## src/inc/tmc_pkg.sv

```systemverilog
/*
 * Package of the 8-bit counter/compare timer: register indices, field
 * layouts, reset values, waveform and output mode encodings, prescale taps.
 * Assumes a CPU port with index addressing and 8-bit data.
 */
package tmc_pkg;
    localparam int unsigned CNT_W = 8;

    // Register indices on the plain CPU port
    localparam logic [2:0] IDX_TIMER_CONTROL = 3'h0;
    localparam logic [2:0] IDX_COUNT_VALUE   = 3'h1;
    localparam logic [2:0] IDX_MATCH_VALUE   = 3'h2;
    localparam logic [2:0] IDX_IRQ_FLAG      = 3'h3;
    localparam logic [2:0] IDX_IRQ_MASK      = 3'h4;
    localparam logic [2:0] IDX_ASYNC_STATUS  = 3'h5;

    // timer_control_reg fields
    localparam int unsigned CTL_CS_LSB    = 0;
    localparam int unsigned CTL_WGM0_BIT  = 3;
    localparam int unsigned CTL_COM_LSB   = 4;
    localparam int unsigned CTL_WGM1_BIT  = 6;
    localparam int unsigned CTL_FORCE_BIT = 7;

    // Flag and mask bits, async select bit
    localparam int unsigned WRAP_BIT  = 0;
    localparam int unsigned MATCH_BIT = 1;
    localparam int unsigned ASYNC_SEL_BIT = 3;

    localparam logic [7:0] CTL_RESET   = 8'h00;
    localparam logic [7:0] COUNT_RESET = 8'h00;
    localparam logic [7:0] MATCH_RESET = 8'h00;

    localparam logic [7:0] BOTTOM_VAL = 8'h00;
    localparam logic [7:0] MAX_VAL    = 8'hFF;

    typedef enum logic [1:0] {
        TMC_WGM_NORMAL = 2'h0,
        TMC_WGM_PCPWM  = 2'h1,
        TMC_WGM_CTC    = 2'h2,
        TMC_WGM_FAST   = 2'h3
    } tmc_wgm_t;

    typedef enum logic [1:0] {
        TMC_COM_OFF    = 2'h0,
        TMC_COM_TOGGLE = 2'h1,
        TMC_COM_CLEAR  = 2'h2,
        TMC_COM_SET    = 2'h3
    } tmc_com_t;

    // Prescaler taps: divide = 2**tap
    localparam int unsigned PRESCALE_W = 10;
    localparam logic [3:0] TAP_DIV8    = 4'h3;
    localparam logic [3:0] TAP_DIV32   = 4'h5;
    localparam logic [3:0] TAP_DIV64   = 4'h6;
    localparam logic [3:0] TAP_DIV128  = 4'h7;
    localparam logic [3:0] TAP_DIV256  = 4'h8;
    localparam logic [3:0] TAP_DIV1024 = 4'hA;
endpackage : tmc_pkg

```

## src/inc/tmc_tick_if.sv

```systemverilog
/*
 * Interface between the timer core and its tick generator.
 * Assumes both ends share mclk.
 */
`timescale 1ns/10ps
`default_nettype none
interface tmc_tick_if;
    logic [2:0] clockSelect;
    logic       asyncSelect;
    logic       crystalTick;
    logic       timerTick;
    modport gen  (input clockSelect, input asyncSelect, input crystalTick, output timerTick);
    modport core (output clockSelect, output asyncSelect, output crystalTick, input timerTick);
endinterface : tmc_tick_if
`default_nettype wire

```

## src/rtl/tmc_tick_gen.sv

```systemverilog
/*
 * Tick generator: prescaled io_clock or crystal edges, gated by the
 * clock select field. Assumes crystalTick is already synchronised.
 */
`timescale 1ns/10ps
`default_nettype none
module tmc_tick_gen
    import tmc_pkg::*;
(
    input  wire logic mclk,
    input  wire logic rstN,
    tmc_tick_if.gen   tick
);
    logic [PRESCALE_W-1:0] prescale_reg;
    logic                  timerTick_next;

    function automatic logic tapEdge(input logic [PRESCALE_W-1:0] cnt, input logic [3:0] tap);
        logic [PRESCALE_W-1:0] mask;
        mask = (PRESCALE_W'(1) << tap) - PRESCALE_W'(1);
        return (cnt & mask) == mask;
    endfunction : tapEdge

    // Free-running; shared by all divide taps
    always_ff @(posedge mclk or negedge rstN) begin
        if (!rstN) begin
            prescale_reg <= '0;
        end else begin
            prescale_reg <= prescale_reg + PRESCALE_W'(1);
        end
    end

    always_comb begin
        timerTick_next = 1'b0;
        unique case (tick.clockSelect)
            3'h0: timerTick_next = 1'b0;
            3'h1: timerTick_next = tick.asyncSelect ? tick.crystalTick : 1'b1;
            3'h2: timerTick_next = tapEdge(prescale_reg, TAP_DIV8);
            3'h3: timerTick_next = tapEdge(prescale_reg, TAP_DIV32);
            3'h4: timerTick_next = tapEdge(prescale_reg, TAP_DIV64);
            3'h5: timerTick_next = tapEdge(prescale_reg, TAP_DIV128);
            3'h6: timerTick_next = tapEdge(prescale_reg, TAP_DIV256);
            3'h7: timerTick_next = tapEdge(prescale_reg, TAP_DIV1024);
        endcase
    end

    assign tick.timerTick = timerTick_next;
endmodule : tmc_tick_gen
`default_nettype wire

```

## src/rtl/timer8_counter_compare.sv

```systemverilog
/*
 * 8-bit counter with one compare unit, four waveform modes, wrap and
 * match flags with masks, forced compare and compare-output state.
 * Assumes a single-cycle CPU port on mclk; crystal pin is asynchronous.
 */
// Added by the designer: strobed register access and the address map.
// Behaviour
// - Counter and compare register are both 8 bits wide.
// - Bottom indication is registered: high in the cycle after the counter is zero.
// - Maximum is reached when counter holds 0xFF.
// - Top is 0xFF or the compare value, chosen by waveform mode.
// - Tick from io_clock by default, from crystal when async select set and clock select is 1.
// - Clock select zero stops the counter completely.
// - CPU reads and writes counter with or without ticks.
// - CPU counter write beats clear, increment or decrement.
// - Each tick clears, increments or decrements per waveform mode.
// - Match sets the match flag one tick later.
// - Match interrupt request is registered: high in the cycle after flag and enable are both set.
// - Match flag clears on service or on writing one.
// - PWM modes double-buffer compare value, updated at top in both modes.
// - CPU compare accesses go to buffer when buffering active.
// - Force strobe updates output only in non-PWM modes, no flag or clear.
// - Counter write blocks compare match on the next tick.
// - Output state kept across waveform mode changes.
// - Output mode changes act immediately, not buffered.
// - Wrap flag set per waveform mode, usable as interrupt.
// - All flags in one register, each gated by a mask bit.
// - Normal mode counts up, wraps 0xFF to 0, flags wrap on reaching 0.
// - Clear-on-match mode clears counter on match; compare value is top.
// - Output mode zero leaves output state alone on match.
`timescale 1ns/10ps
`default_nettype none
module timer8_counter_compare
    import tmc_pkg::*;
#(
    parameter int unsigned ADDR_W = 3
) (
    input  wire logic              mclk,
    input  wire logic              nrst,
    input  wire logic [ADDR_W-1:0] busAddr,
    input  wire logic [7:0]        busWdata,
    input  wire logic              busWrite,
    input  wire logic              busRead,
    output logic      [7:0]        busRdata,
    input  wire logic              crystalPinOne,
    input  wire logic              matchIrqAck,
    input  wire logic              wrapIrqAck,
    output logic                   matchIrq,
    output logic                   wrapIrq,
    output logic                   matchOutput,
    output logic                   bottomFlag
);
    import tmc_pkg::*;

    logic [1:0]       rstSync_reg;
    logic             rstN;
    logic [2:0]       xtalSync_reg;
    logic [2:0]       clockSelect_reg;
    tmc_wgm_t         wgm_reg;
    tmc_com_t         com_reg;
    logic             asyncSel_reg;
    logic [CNT_W-1:0] countValue_reg;
    logic [CNT_W-1:0] matchValue_reg;
    logic [CNT_W-1:0] matchBuf_reg;
    logic             dirDown_reg;
    logic             block_reg;
    logic             matchFlag_reg;
    logic             wrapFlag_reg;
    logic             matchIrqEnable_reg;
    logic             wrapIrqEnable_reg;
    logic             ocState_reg;
    logic             matchPend_reg;
    logic [7:0]       busRdata_reg;
    logic             matchIrq_reg;
    logic             wrapIrq_reg;
    logic             bottom_reg;

    logic             tickNow;
    logic             isPwm;
    logic             atTop;
    logic             atMax;
    logic             atBottom;
    logic             rawMatch;
    logic             realMatch;
    logic             forceHit;
    logic             wrapEvent;
    logic [CNT_W-1:0] count_next;
    logic             ocState_next;
    logic             wrCtl;
    logic             wrCount;
    logic             wrMatch;
    logic             wrFlag;
    logic             wrMask;
    logic             wrAsync;

    tmc_tick_if tickBus ();

    // Reset release through two flops
    always_ff @(posedge mclk or negedge nrst) begin
        if (!nrst) begin
            rstSync_reg <= 2'h0;
        end else begin
            rstSync_reg <= {rstSync_reg[0], 1'b1};
        end
    end
    assign rstN = rstSync_reg[1];

    // Crystal pin: two-flop sync, then edge from stages two and three
    always_ff @(posedge mclk or negedge rstN) begin
        if (!rstN) begin
            xtalSync_reg <= 3'h0;
        end else begin
            xtalSync_reg <= {xtalSync_reg[1:0], crystalPinOne};
        end
    end

    assign tickBus.clockSelect = clockSelect_reg;
    assign tickBus.asyncSelect = asyncSel_reg;
    assign tickBus.crystalTick = xtalSync_reg[1] & ~xtalSync_reg[2];

    tmc_tick_gen u_tick (
        .mclk (mclk),
        .rstN (rstN),
        .tick (tickBus.gen)
    );
    assign tickNow = tickBus.timerTick;

    assign wrCtl   = busWrite && busAddr == IDX_TIMER_CONTROL;
    assign wrCount = busWrite && busAddr == IDX_COUNT_VALUE;
    assign wrMatch = busWrite && busAddr == IDX_MATCH_VALUE;
    assign wrFlag  = busWrite && busAddr == IDX_IRQ_FLAG;
    assign wrMask  = busWrite && busAddr == IDX_IRQ_MASK;
    assign wrAsync = busWrite && busAddr == IDX_ASYNC_STATUS;

    assign isPwm = wgm_reg == TMC_WGM_PCPWM || wgm_reg == TMC_WGM_FAST;
    assign atMax = countValue_reg == MAX_VAL;
    assign atBottom = countValue_reg == BOTTOM_VAL;
    assign atTop = (wgm_reg == TMC_WGM_CTC) ? (countValue_reg == matchValue_reg) : atMax;
    assign rawMatch = countValue_reg == matchValue_reg;
    assign realMatch = tickNow && rawMatch && !block_reg;
    assign forceHit = wrCtl && busWdata[CTL_FORCE_BIT] && !isPwm;

    // Control fields; force bit is a strobe, never stored
    always_ff @(posedge mclk or negedge rstN) begin
        if (!rstN) begin
            clockSelect_reg <= CTL_RESET[2:0];
            wgm_reg         <= TMC_WGM_NORMAL;
            com_reg         <= TMC_COM_OFF;
        end else if (wrCtl) begin
            clockSelect_reg <= busWdata[CTL_CS_LSB +: 3];
            wgm_reg         <= tmc_wgm_t'({busWdata[CTL_WGM1_BIT], busWdata[CTL_WGM0_BIT]});
            com_reg         <= tmc_com_t'(busWdata[CTL_COM_LSB +: 2]);
        end
    end

    always_ff @(posedge mclk or negedge rstN) begin
        if (!rstN) begin
            asyncSel_reg <= 1'b0;
        end else if (wrAsync) begin
            asyncSel_reg <= busWdata[ASYNC_SEL_BIT];
        end
    end

    always_comb begin
        count_next = countValue_reg;
        unique case (wgm_reg)
            TMC_WGM_NORMAL: count_next = countValue_reg + CNT_W'(1);
            TMC_WGM_CTC: count_next = rawMatch ? BOTTOM_VAL : countValue_reg + CNT_W'(1);
            TMC_WGM_FAST: count_next = atMax ? BOTTOM_VAL : countValue_reg + CNT_W'(1);
            TMC_WGM_PCPWM: begin
                if (dirDown_reg) begin
                    count_next = atBottom ? countValue_reg + CNT_W'(1)
                                          : countValue_reg - CNT_W'(1);
                end else begin
                    count_next = atMax ? countValue_reg - CNT_W'(1)
                                       : countValue_reg + CNT_W'(1);
                end
            end
        endcase
    end

    always_ff @(posedge mclk or negedge rstN) begin
        if (!rstN) begin
            countValue_reg <= COUNT_RESET;
        end else if (wrCount) begin
            // CPU write wins, regardless of ticks
            countValue_reg <= busWdata;
        end else if (tickNow) begin
            countValue_reg <= count_next;
        end
    end

    // Count direction for the dual-slope mode
    always_ff @(posedge mclk or negedge rstN) begin
        if (!rstN) begin
            dirDown_reg <= 1'b0;
        end else if (wgm_reg != TMC_WGM_PCPWM) begin
            dirDown_reg <= 1'b0;
        end else if (tickNow) begin
            dirDown_reg <= dirDown_reg ? !atBottom : atMax;
        end
    end

    // block held until the next tick, even while stopped
    always_ff @(posedge mclk or negedge rstN) begin
        if (!rstN) begin
            block_reg <= 1'b0;
        end else if (wrCount) begin
            block_reg <= 1'b1;
        end else if (tickNow) begin
            block_reg <= 1'b0;
        end
    end

    always_ff @(posedge mclk or negedge rstN) begin
        if (!rstN) begin
            matchBuf_reg <= MATCH_RESET;
        end else if (wrMatch) begin
            matchBuf_reg <= busWdata;
        end
    end

    always_ff @(posedge mclk or negedge rstN) begin
        if (!rstN) begin
            matchValue_reg <= MATCH_RESET;
        end else if (!isPwm) begin
            if (wrMatch) begin
                matchValue_reg <= busWdata;
            end
        end else if (tickNow && ((wgm_reg == TMC_WGM_FAST && atMax) ||
                                 (wgm_reg == TMC_WGM_PCPWM && atMax && !dirDown_reg))) begin
            matchValue_reg <= matchBuf_reg;
        end
    end

    // Match pipelined one tick so the flag lands a tick later
    always_ff @(posedge mclk or negedge rstN) begin
        if (!rstN) begin
            matchPend_reg <= 1'b0;
        end else if (tickNow) begin
            matchPend_reg <= realMatch;
        end
    end

    // match flag; set wins over clear
    always_ff @(posedge mclk or negedge rstN) begin
        if (!rstN) begin
            matchFlag_reg <= 1'b0;
        end else if (tickNow && matchPend_reg) begin
            matchFlag_reg <= 1'b1;
        end else if ((wrFlag && busWdata[MATCH_BIT]) || matchIrqAck) begin
            matchFlag_reg <= 1'b0;
        end
    end

    always_comb begin
        wrapEvent = 1'b0;
        if (tickNow && !wrCount) begin
            unique case (wgm_reg)
                TMC_WGM_NORMAL: wrapEvent = atMax;
                TMC_WGM_CTC:    wrapEvent = atMax && !rawMatch;
                TMC_WGM_FAST:   wrapEvent = atMax;
                TMC_WGM_PCPWM:  wrapEvent = atBottom && dirDown_reg;
            endcase
        end
    end

    always_ff @(posedge mclk or negedge rstN) begin
        if (!rstN) begin
            wrapFlag_reg <= 1'b0;
        end else if (wrapEvent) begin
            wrapFlag_reg <= 1'b1;
        end else if ((wrFlag && busWdata[WRAP_BIT]) || wrapIrqAck) begin
            wrapFlag_reg <= 1'b0;
        end
    end

    always_ff @(posedge mclk or negedge rstN) begin
        if (!rstN) begin
            matchIrqEnable_reg <= 1'b0;
            wrapIrqEnable_reg  <= 1'b0;
        end else if (wrMask) begin
            matchIrqEnable_reg <= busWdata[MATCH_BIT];
            wrapIrqEnable_reg  <= busWdata[WRAP_BIT];
        end
    end

    function automatic logic comAction(input tmc_com_t mode, input logic cur);
        comAction = cur;
        unique case (mode)
            TMC_COM_OFF:    comAction = cur;
            TMC_COM_TOGGLE: comAction = !cur;
            TMC_COM_CLEAR:  comAction = 1'b0;
            TMC_COM_SET:    comAction = 1'b1;
        endcase
    endfunction : comAction

    // Output state: no action when off, kept across modes
    always_comb begin
        ocState_next = ocState_reg;
        if (forceHit) begin
            // force acts with the output mode being written
            ocState_next = comAction(tmc_com_t'(busWdata[CTL_COM_LSB +: 2]), ocState_reg);
        end else if (realMatch && !isPwm) begin
            ocState_next = comAction(com_reg, ocState_reg);
        end else if (isPwm && tickNow && com_reg[1]) begin
            if (realMatch) begin
                ocState_next = (wgm_reg == TMC_WGM_PCPWM) ? (com_reg[0] ^ dirDown_reg) : com_reg[0];
            end else if (wgm_reg == TMC_WGM_FAST && atMax) begin
                ocState_next = !com_reg[0];
            end
        end
    end

    always_ff @(posedge mclk or negedge rstN) begin
        if (!rstN) begin
            ocState_reg <= 1'b0;
        end else begin
            ocState_reg <= ocState_next;
        end
    end

    // Read mux: buffer seen in PWM modes, force bit reads zero
    always_ff @(posedge mclk or negedge rstN) begin
        if (!rstN) begin
            busRdata_reg <= 8'h00;
        end else if (busRead) begin
            unique case (busAddr)
                IDX_TIMER_CONTROL: busRdata_reg <= {1'b0, wgm_reg[1], com_reg, wgm_reg[0],
                                                    clockSelect_reg};
                IDX_COUNT_VALUE:   busRdata_reg <= countValue_reg;
                IDX_MATCH_VALUE:   busRdata_reg <= isPwm ? matchBuf_reg : matchValue_reg;
                IDX_IRQ_FLAG:      busRdata_reg <= {6'h00, matchFlag_reg, wrapFlag_reg};
                IDX_IRQ_MASK:      busRdata_reg <= {6'h00, matchIrqEnable_reg, wrapIrqEnable_reg};
                IDX_ASYNC_STATUS:  busRdata_reg <= {4'h0, asyncSel_reg, 3'h0};
                default:           busRdata_reg <= 8'h00;
            endcase
        end else begin
            busRdata_reg <= 8'h00;
        end
    end

    always_ff @(posedge mclk or negedge rstN) begin
        if (!rstN) begin
            matchIrq_reg <= 1'b0;
            wrapIrq_reg  <= 1'b0;
            bottom_reg   <= 1'b0;
        end else begin
            matchIrq_reg <= matchFlag_reg && matchIrqEnable_reg;
            wrapIrq_reg  <= wrapFlag_reg && wrapIrqEnable_reg;
            bottom_reg   <= atBottom;
        end
    end

    assign busRdata    = busRdata_reg;
    assign matchIrq    = matchIrq_reg;
    assign wrapIrq     = wrapIrq_reg;
    assign matchOutput = ocState_reg;
    assign bottomFlag  = bottom_reg;
endmodule : timer8_counter_compare
`default_nettype wire

```

## config.mk

```make
export PLATFORM = sky130hd
export DESIGN_NAME = timer8_counter_compare
export DESIGN_NICKNAME = d
export VERILOG_FILES = /design/src/inc/tmc_pkg.sv /design/src/inc/tmc_tick_if.sv /design/src/rtl/tmc_tick_gen.sv /design/src/rtl/timer8_counter_compare.sv
export SDC_FILE = /design/constraint.sdc
export NUM_CORES = 1
export LEC_CHECK = 0
export ABC_AREA = 1
export BUFFER_PORTS_ARGS = -buffer_cell sky130_fd_sc_hd__buf_4
export CAP_MARGIN = 5
export CORE_MARGIN = 2
export CORE_UTILIZATION = 35
export CTS_CLUSTER_SIZE = 12
export DETAILED_ROUTE_END_ITERATION = 7
export PLACE_DENSITY = 0.54
export SLEW_MARGIN = 20
export SYNTH_ARGS = -nofsm -noshare
export SYNTH_HDL_FRONTEND = slang
export SYNTH_HIERARCHICAL = 1
export SYNTH_SLANG_ARGS = --single-unit
```

## constraint.sdc

```tcl
create_clock -name mclk -period 2.55 [get_ports mclk]
set_input_delay 0.51 -clock mclk [delete_from_list [all_inputs] [get_ports mclk]]
set_output_delay 0.51 -clock mclk [all_outputs]
set_load 0.02 [all_outputs]
```

-- After elaboration in Yosys (flattened, before gate mapping)
Index checks and enable logic that the tools add are counted.
- add/sub/neg operators: 3
- equality and inequality tests: 33
- multiplexer cells: 35
- bitwise operators: 3
- reductions and logical operators: 53
- operators with widths (kind ; number):
    $mux 8 ; 12
    $pmux 8 s6 ; 1
    $pmux 8 s4 ; 1
    $logic_and 1x1->1 ; 25
    $eq 3x3->1 const B ; 7
    $mux 1 ; 17
    $eq 8x8->1 const B ; 2
    $eq 2x2->1 const B ; 6
    $eq 3x2->1 const B ; 4
    $add 10x1->10 const B ; 1
    $eq 10x10->1 const B ; 1
    $reduce_bool 2->1 ; 5
    $pmux 1 s3 ; 3
    $add 8x1->8 const B ; 1
    $eq 8x8->1 ; 1
    $logic_not 1->1 ; 8
    $logic_not 8->1 ; 1
    $pmux 1 s8 ; 1
    $sub 8x1->8 const B ; 1
    $eq 7x7->1 const B ; 1
    $eq 2x1->1 const B ; 3
    $eq 3x1->1 const B ; 2
    $eq 6x6->1 const B ; 1
    $logic_not 2->1 ; 3
    14 further kinds ; 19
- register bits after elaboration: 66
- input port bits: 18
- output and inout bits: 12

-- Longest topological paths before layout
- depth after elaboration: 10
- mapped depth: 18

-- Modules after synthesis
Netlist, hierarchy kept.
- by module, submodules not included (module ; instances ; cells each ; area each (µm²) ; seq. area each (µm²)):
    timer8_counter_compare ; 1 ; 449 ; 3321.9 ; 1401.3
    tmc_tick_gen ; 1 ; 62 ; 524.3 ; 250.2

-- Least setup slack after synthesis
OpenSTA, ideal clock, no wires.
- path type: register to register
- start: register u_tick.prescale_reg[0]
- end: register ocState_reg, in the netlist matchOutput
- library setup time: 0.116 ns
- data arrival time: 1.962 ns
- setup slack: 0.471 ns
- cell stages (with the launch flop): 18
- path buffers: 0
- cells stage by stage: dfrtp_1 -> ha_1 -> nand3_1 -> inv_1 -> ha_1 -> nor2_1 -> nor3_1 -> nand2_1 -> nand2_1 -> inv_1 -> nor2_1 -> nand3_1 -> nand2_1 -> nand2_1 -> nand3_1 -> nand2_1 -> nand2_1 -> nand2_1
- word-level cells in the longest chain between the ends: 8
- elaborated cells between the ends (all ways): 20
- classes of those cells: eq/ne (7); mux (5); reduce/logical (8)
- RTL lines (what ; RTL line ; source):
    start: declaration ; tmc_tick_gen.sv:14 ; logic [PRESCALE_W-1:0] prescale_reg;
    start signal: assignment ; tmc_tick_gen.sv:28 ; prescale_reg <= prescale_reg + PRESCALE_W'(1);
    $eq 10x10->1, or another cell as far along ; tmc_tick_gen.sv:20 ; return (cnt & mask) == mask;
    $pmux 1 s8 (*) ; tmc_tick_gen.sv:34 ; unique case (tick.clockSelect)
    via tickBus.timerTick ; tmc_tick_if.sv:11 ; logic timerTick;
    $logic_and 1x1->1 (2 in series) ; timer8_counter_compare.sv:140 ; assign realMatch = tickNow && rawMatch && !block_reg;
    $mux 1 ; timer8_counter_compare.sv:307 ; if (realMatch) begin
    $mux 1 ; timer8_counter_compare.sv:306 ; end else if (isPwm && tickNow && com_reg[1]) begin
    $mux 1 ; timer8_counter_compare.sv:304 ; end else if (realMatch && !isPwm) begin
    $mux 1 ; timer8_counter_compare.sv:301 ; if (forceHit) begin
    end signal: assignment ; timer8_counter_compare.sv:319 ; ocState_reg <= ocState_next;
    end: declaration ; timer8_counter_compare.sv:71 ; logic ocState_reg;
Mark *: on every way through the listed nets, which the timed path passes. The rest lies on a longest branch. The select of a mux whose other input is x is not followed.
A chain may end at the register's enable or synchronous reset.

-- Final worst setup path
Same ends and word-level chain as after synthesis.

==> flow_metrics.env <==
export IMPL_outcome="complete, no violations"
export IMPL_combPwrFrac=0.388
export IMPL_syn_avg_cell_area_um2=7.53
export IMPL_synth_cell_type_count=38
export IMPL_cts_buffer_depth=2
export IMPL_max_freq_ghz=0.452
export IMPL_yosys_area_top_type="dfrtp_1"
export IMPL_finClkSkew_ns=0.0119
export IMPL_routed_via_count=3389
export IMPL_top_usage_layer="met2"
export IMPL_nets=578
export IMPL_arrival_ns=2.47
export IMPL_grt_util_all_layers=0.182
export IMPL_hp_class="in2reg"
export IMPL_clockRootBuffer="clkbuf_8"
export IMPL_multi_input_area_um2=1850
export IMPL_synthArstFlopShare=1.00
export IMPL_hold_viol=0
export IMPL_syn_inst=511
export IMPL_synth_edf_count=0
export IMPL_routed_wl_mm=9.88
export IMPL_critPathCaptureType="flop"
export IMPL_syn_cell_area_um2=3850
export IMPL_cts_made_buffers=9
export IMPL_slew_violations=0
export IMPL_required_ns=2.81
export IMPL_seq_area_um2=1650
export IMPL_h_tree_depth=3
export IMPL_setup_violations=0
export IMPL_clkTransAtPathRegs_ns=0.09
export IMPL_routedWlPerCell_um=14.2
export IMPL_yosys_warnings=6
export IMPL_seq_area_frac_synth=0.429
export IMPL_synth_ff_type="dfrtp_1"
export IMPL_fin_crit_sh=0.868
export IMPL_num_rows=38
export IMPL_viasPerCell=4.88
export IMPL_grt_ovfl_total=0
export IMPL_grt_antenna_before_repair=0
export IMPL_setup_slack_ns=0.336
export IMPL_die_height_um=109
export IMPL_grt_use_met3=0.0395
export IMPL_p_switching_mw=1.68
export IMPL_cpMostUsedCell="nand2_1"
export IMPL_n_antenna_cell=0
export IMPL_slowest_stage="dfrtp_1"
export IMPL_cp_cell_sequence="ha_1 -> nand3_1 -> inv_1 -> ha_1 -> nor2_1 -> nor3_1 -> nand2_1 -> nand2_1 -> inv_1 -> nor2_2 -> nand3_1 -> nand2_1 -> nand2_1 -> nand3_1 -> nand2_1 -> nand2_1 -> nand2_1"
export IMPL_coreArea_um2=10800
export IMPL_cts_sinks=66
export IMPL_fin_tns_setup_ns=0
export IMPL_synth_nets=539
export IMPL_clk_latency_ns=0.36
export IMPL_ios=30
export IMPL_crit_path_start_kind="flop"
export IMPL_start_util=0.356
export IMPL_maxCapViolCount=0
export IMPL_synth_seq_cells=66
export IMPL_p_leak_nw=2.31
export IMPL_synthTopCellsByArea="dfrtp_1 (43%), nand2_1 (16%), inv_1 (5.9%)"
export IMPL_grt_pass1_wl_mm=16.1
export IMPL_power_frac_seq=0.395
export IMPL_grt_pass1_vias=3173
export IMPL_syn_to_final_growth_pct=15.5
export IMPL_grt_start_max_net_pins=65
export IMPL_p_clk_frac=0.217
export IMPL_p_sw_frac=0.440
export IMPL_dp_slack_ns=0.286
export IMPL_placed_area_um2=4250
export IMPL_gr_usage_met2=0.293
export IMPL_ant_nets=0
export IMPL_io_buffers=29
export IMPL_synth_top_cell_area_share=0.429
export IMPL_synth_commonest_cells="nand2_1 (162), dfrtp_1 (66), inv_1 (60), o21ai_0 (41), nor2_1 (33)"
export IMPL_fin_area_um2=4440
export IMPL_cellInternalPower_mw=2.14
export IMPL_die_area_um2=11800
export IMPL_nFillCells=1086
export IMPL_place_congestion=0.876
export IMPL_yosysMostFrequentCell="nand2_1"
export IMPL_vdd_drop_max_v=0.000306
export IMPL_drt_first_pass_iters=5
export IMPL_hold_ws_ns=0.257
export IMPL_drc=0
export IMPL_critPathMaxStageDelay_ns=0.37
export IMPL_cts_tree="built"
export IMPL_dp_hpwl_mm=7.45
export IMPL_powerDensity_nw_per_um2=858
export IMPL_rsz0062_at_grt="no"
export IMPL_die_width_um=109
export IMPL_timing_worst_setup_path_type="reg2reg"
export IMPL_worst_path_max_fanout=6
export IMPL_layout_drive_gt1_share=0.169
export IMPL_largest_register_ff_count=10
export IMPL_drt_iter0_markers=227
export IMPL_grt_util_met1=0.243
export IMPL_min_period_ns=2.21
path summary, 6_finish.rpt:
kind                                        start                endpoint  slack [ns]  cells past startpoint
min reg2reg                        rstSync_reg[1]  u_tick/prescale_reg[0]        0.28                      1
max in group asynchronous          rstSync_reg[1]             busRdata[6]        1.99                      1
min in group asynchronous          rstSync_reg[1]  u_tick/prescale_reg[0]        0.28                      1
min                                 crystalPinOne         xtalSync_reg[0]        0.26                      1
max reg2reg                u_tick/prescale_reg[0]             matchOutput        0.34                     17
max                        u_tick/prescale_reg[0]             matchOutput        0.34                     17
final cells by class:
type | instances | share of cell area
timing repair buffer | 36 | 0.0642
multi-input combinational | 356 | 0.416
clock buffer | 9 | 0.0279
inverter | 81 | 0.0685
tap | 140 | 0.0394
clock inverter | 7 | 0.0121
sequential | 66 | 0.372
power by group through the flow:
stage | registers (mW) | clock network, mW | logic, mW
after floorplan | 1.46 | 0 | 1.14
after global placement | 1.52 | 0 | 1.46
after detailed placement | 1.52 | 0 | 1.48
after CTS | 1.50 | 0.840 | 1.49
after global routing | 1.54 | 0.889 | 1.67
final | 1.50 | 0.827 | 1.48
kinds of logic (layout without fill, tap and decap cells):
group,after synthesis,in the layout,synth area share
other cells,1,1,0.000975
fa+ha+maj,10,10,0.0325
buf+inv,89,133,0.0911
xor+xnor,11,11,0.0250
simple gates,256,256,0.305
flops,66,66,0.429
compound gates,78,78,0.116
layout by cell type (no fill, tap or decap), drive strengths merged, types with 8 or more instances in the layout:
| master | n |
|---|---|
| nand3 | 24 |
| nand2 | 169 |
| buf | 35 |
| dfrtp | 66 |
| nor2 | 46 |
| ha | 10 |
| inv | 79 |
| a21oi | 8 |
| o22ai | 10 |
| xor2 | 10 |
| o21ai | 49 |
| nor3 | 8 |
| clkbuf | 9 |
through the flow:
stage | power [mW] | instances | utilization
4_1_cts | 3.83 | 695 | 0.411
6_report | 3.81 | 695 | 0.412
3_3_place_gp | 2.98 | 678 | 0.394
3_5_place_dp | 3.00 | 678 | 0.394
5_1_grt | 4.10 | 695 | 0.412
2_1_floorplan | 2.59 | 511 | -
routing by layer:
metal | vias to the layer above | share of wire
met5 | - | 0
met4 | 0 | 0.020
met3 | 15 | 0.055
met2 | 96 | 0.47
met1 | 1575 | 0.46
li1 | 1703 | -
worst max-delay path: cells and delay by family, from the launching register on:
family	cells	cell delay, ns
and+or+nand+nor	13	1.23
adders and majority gates	2	0.32
buffers and inverters	2	0.19
DFF	1	0.37
repair_timing:
item | 4_1_cts | 5_1_grt
setup buffers | 0 | 0
endpoints found under the hold margin | 2 | 0
endpoints found under the setup margin | 0 | 1
hold buffers | 1 | 0
gates resized for setup | 0 | 1
Power figures use the tool's default switching activity.
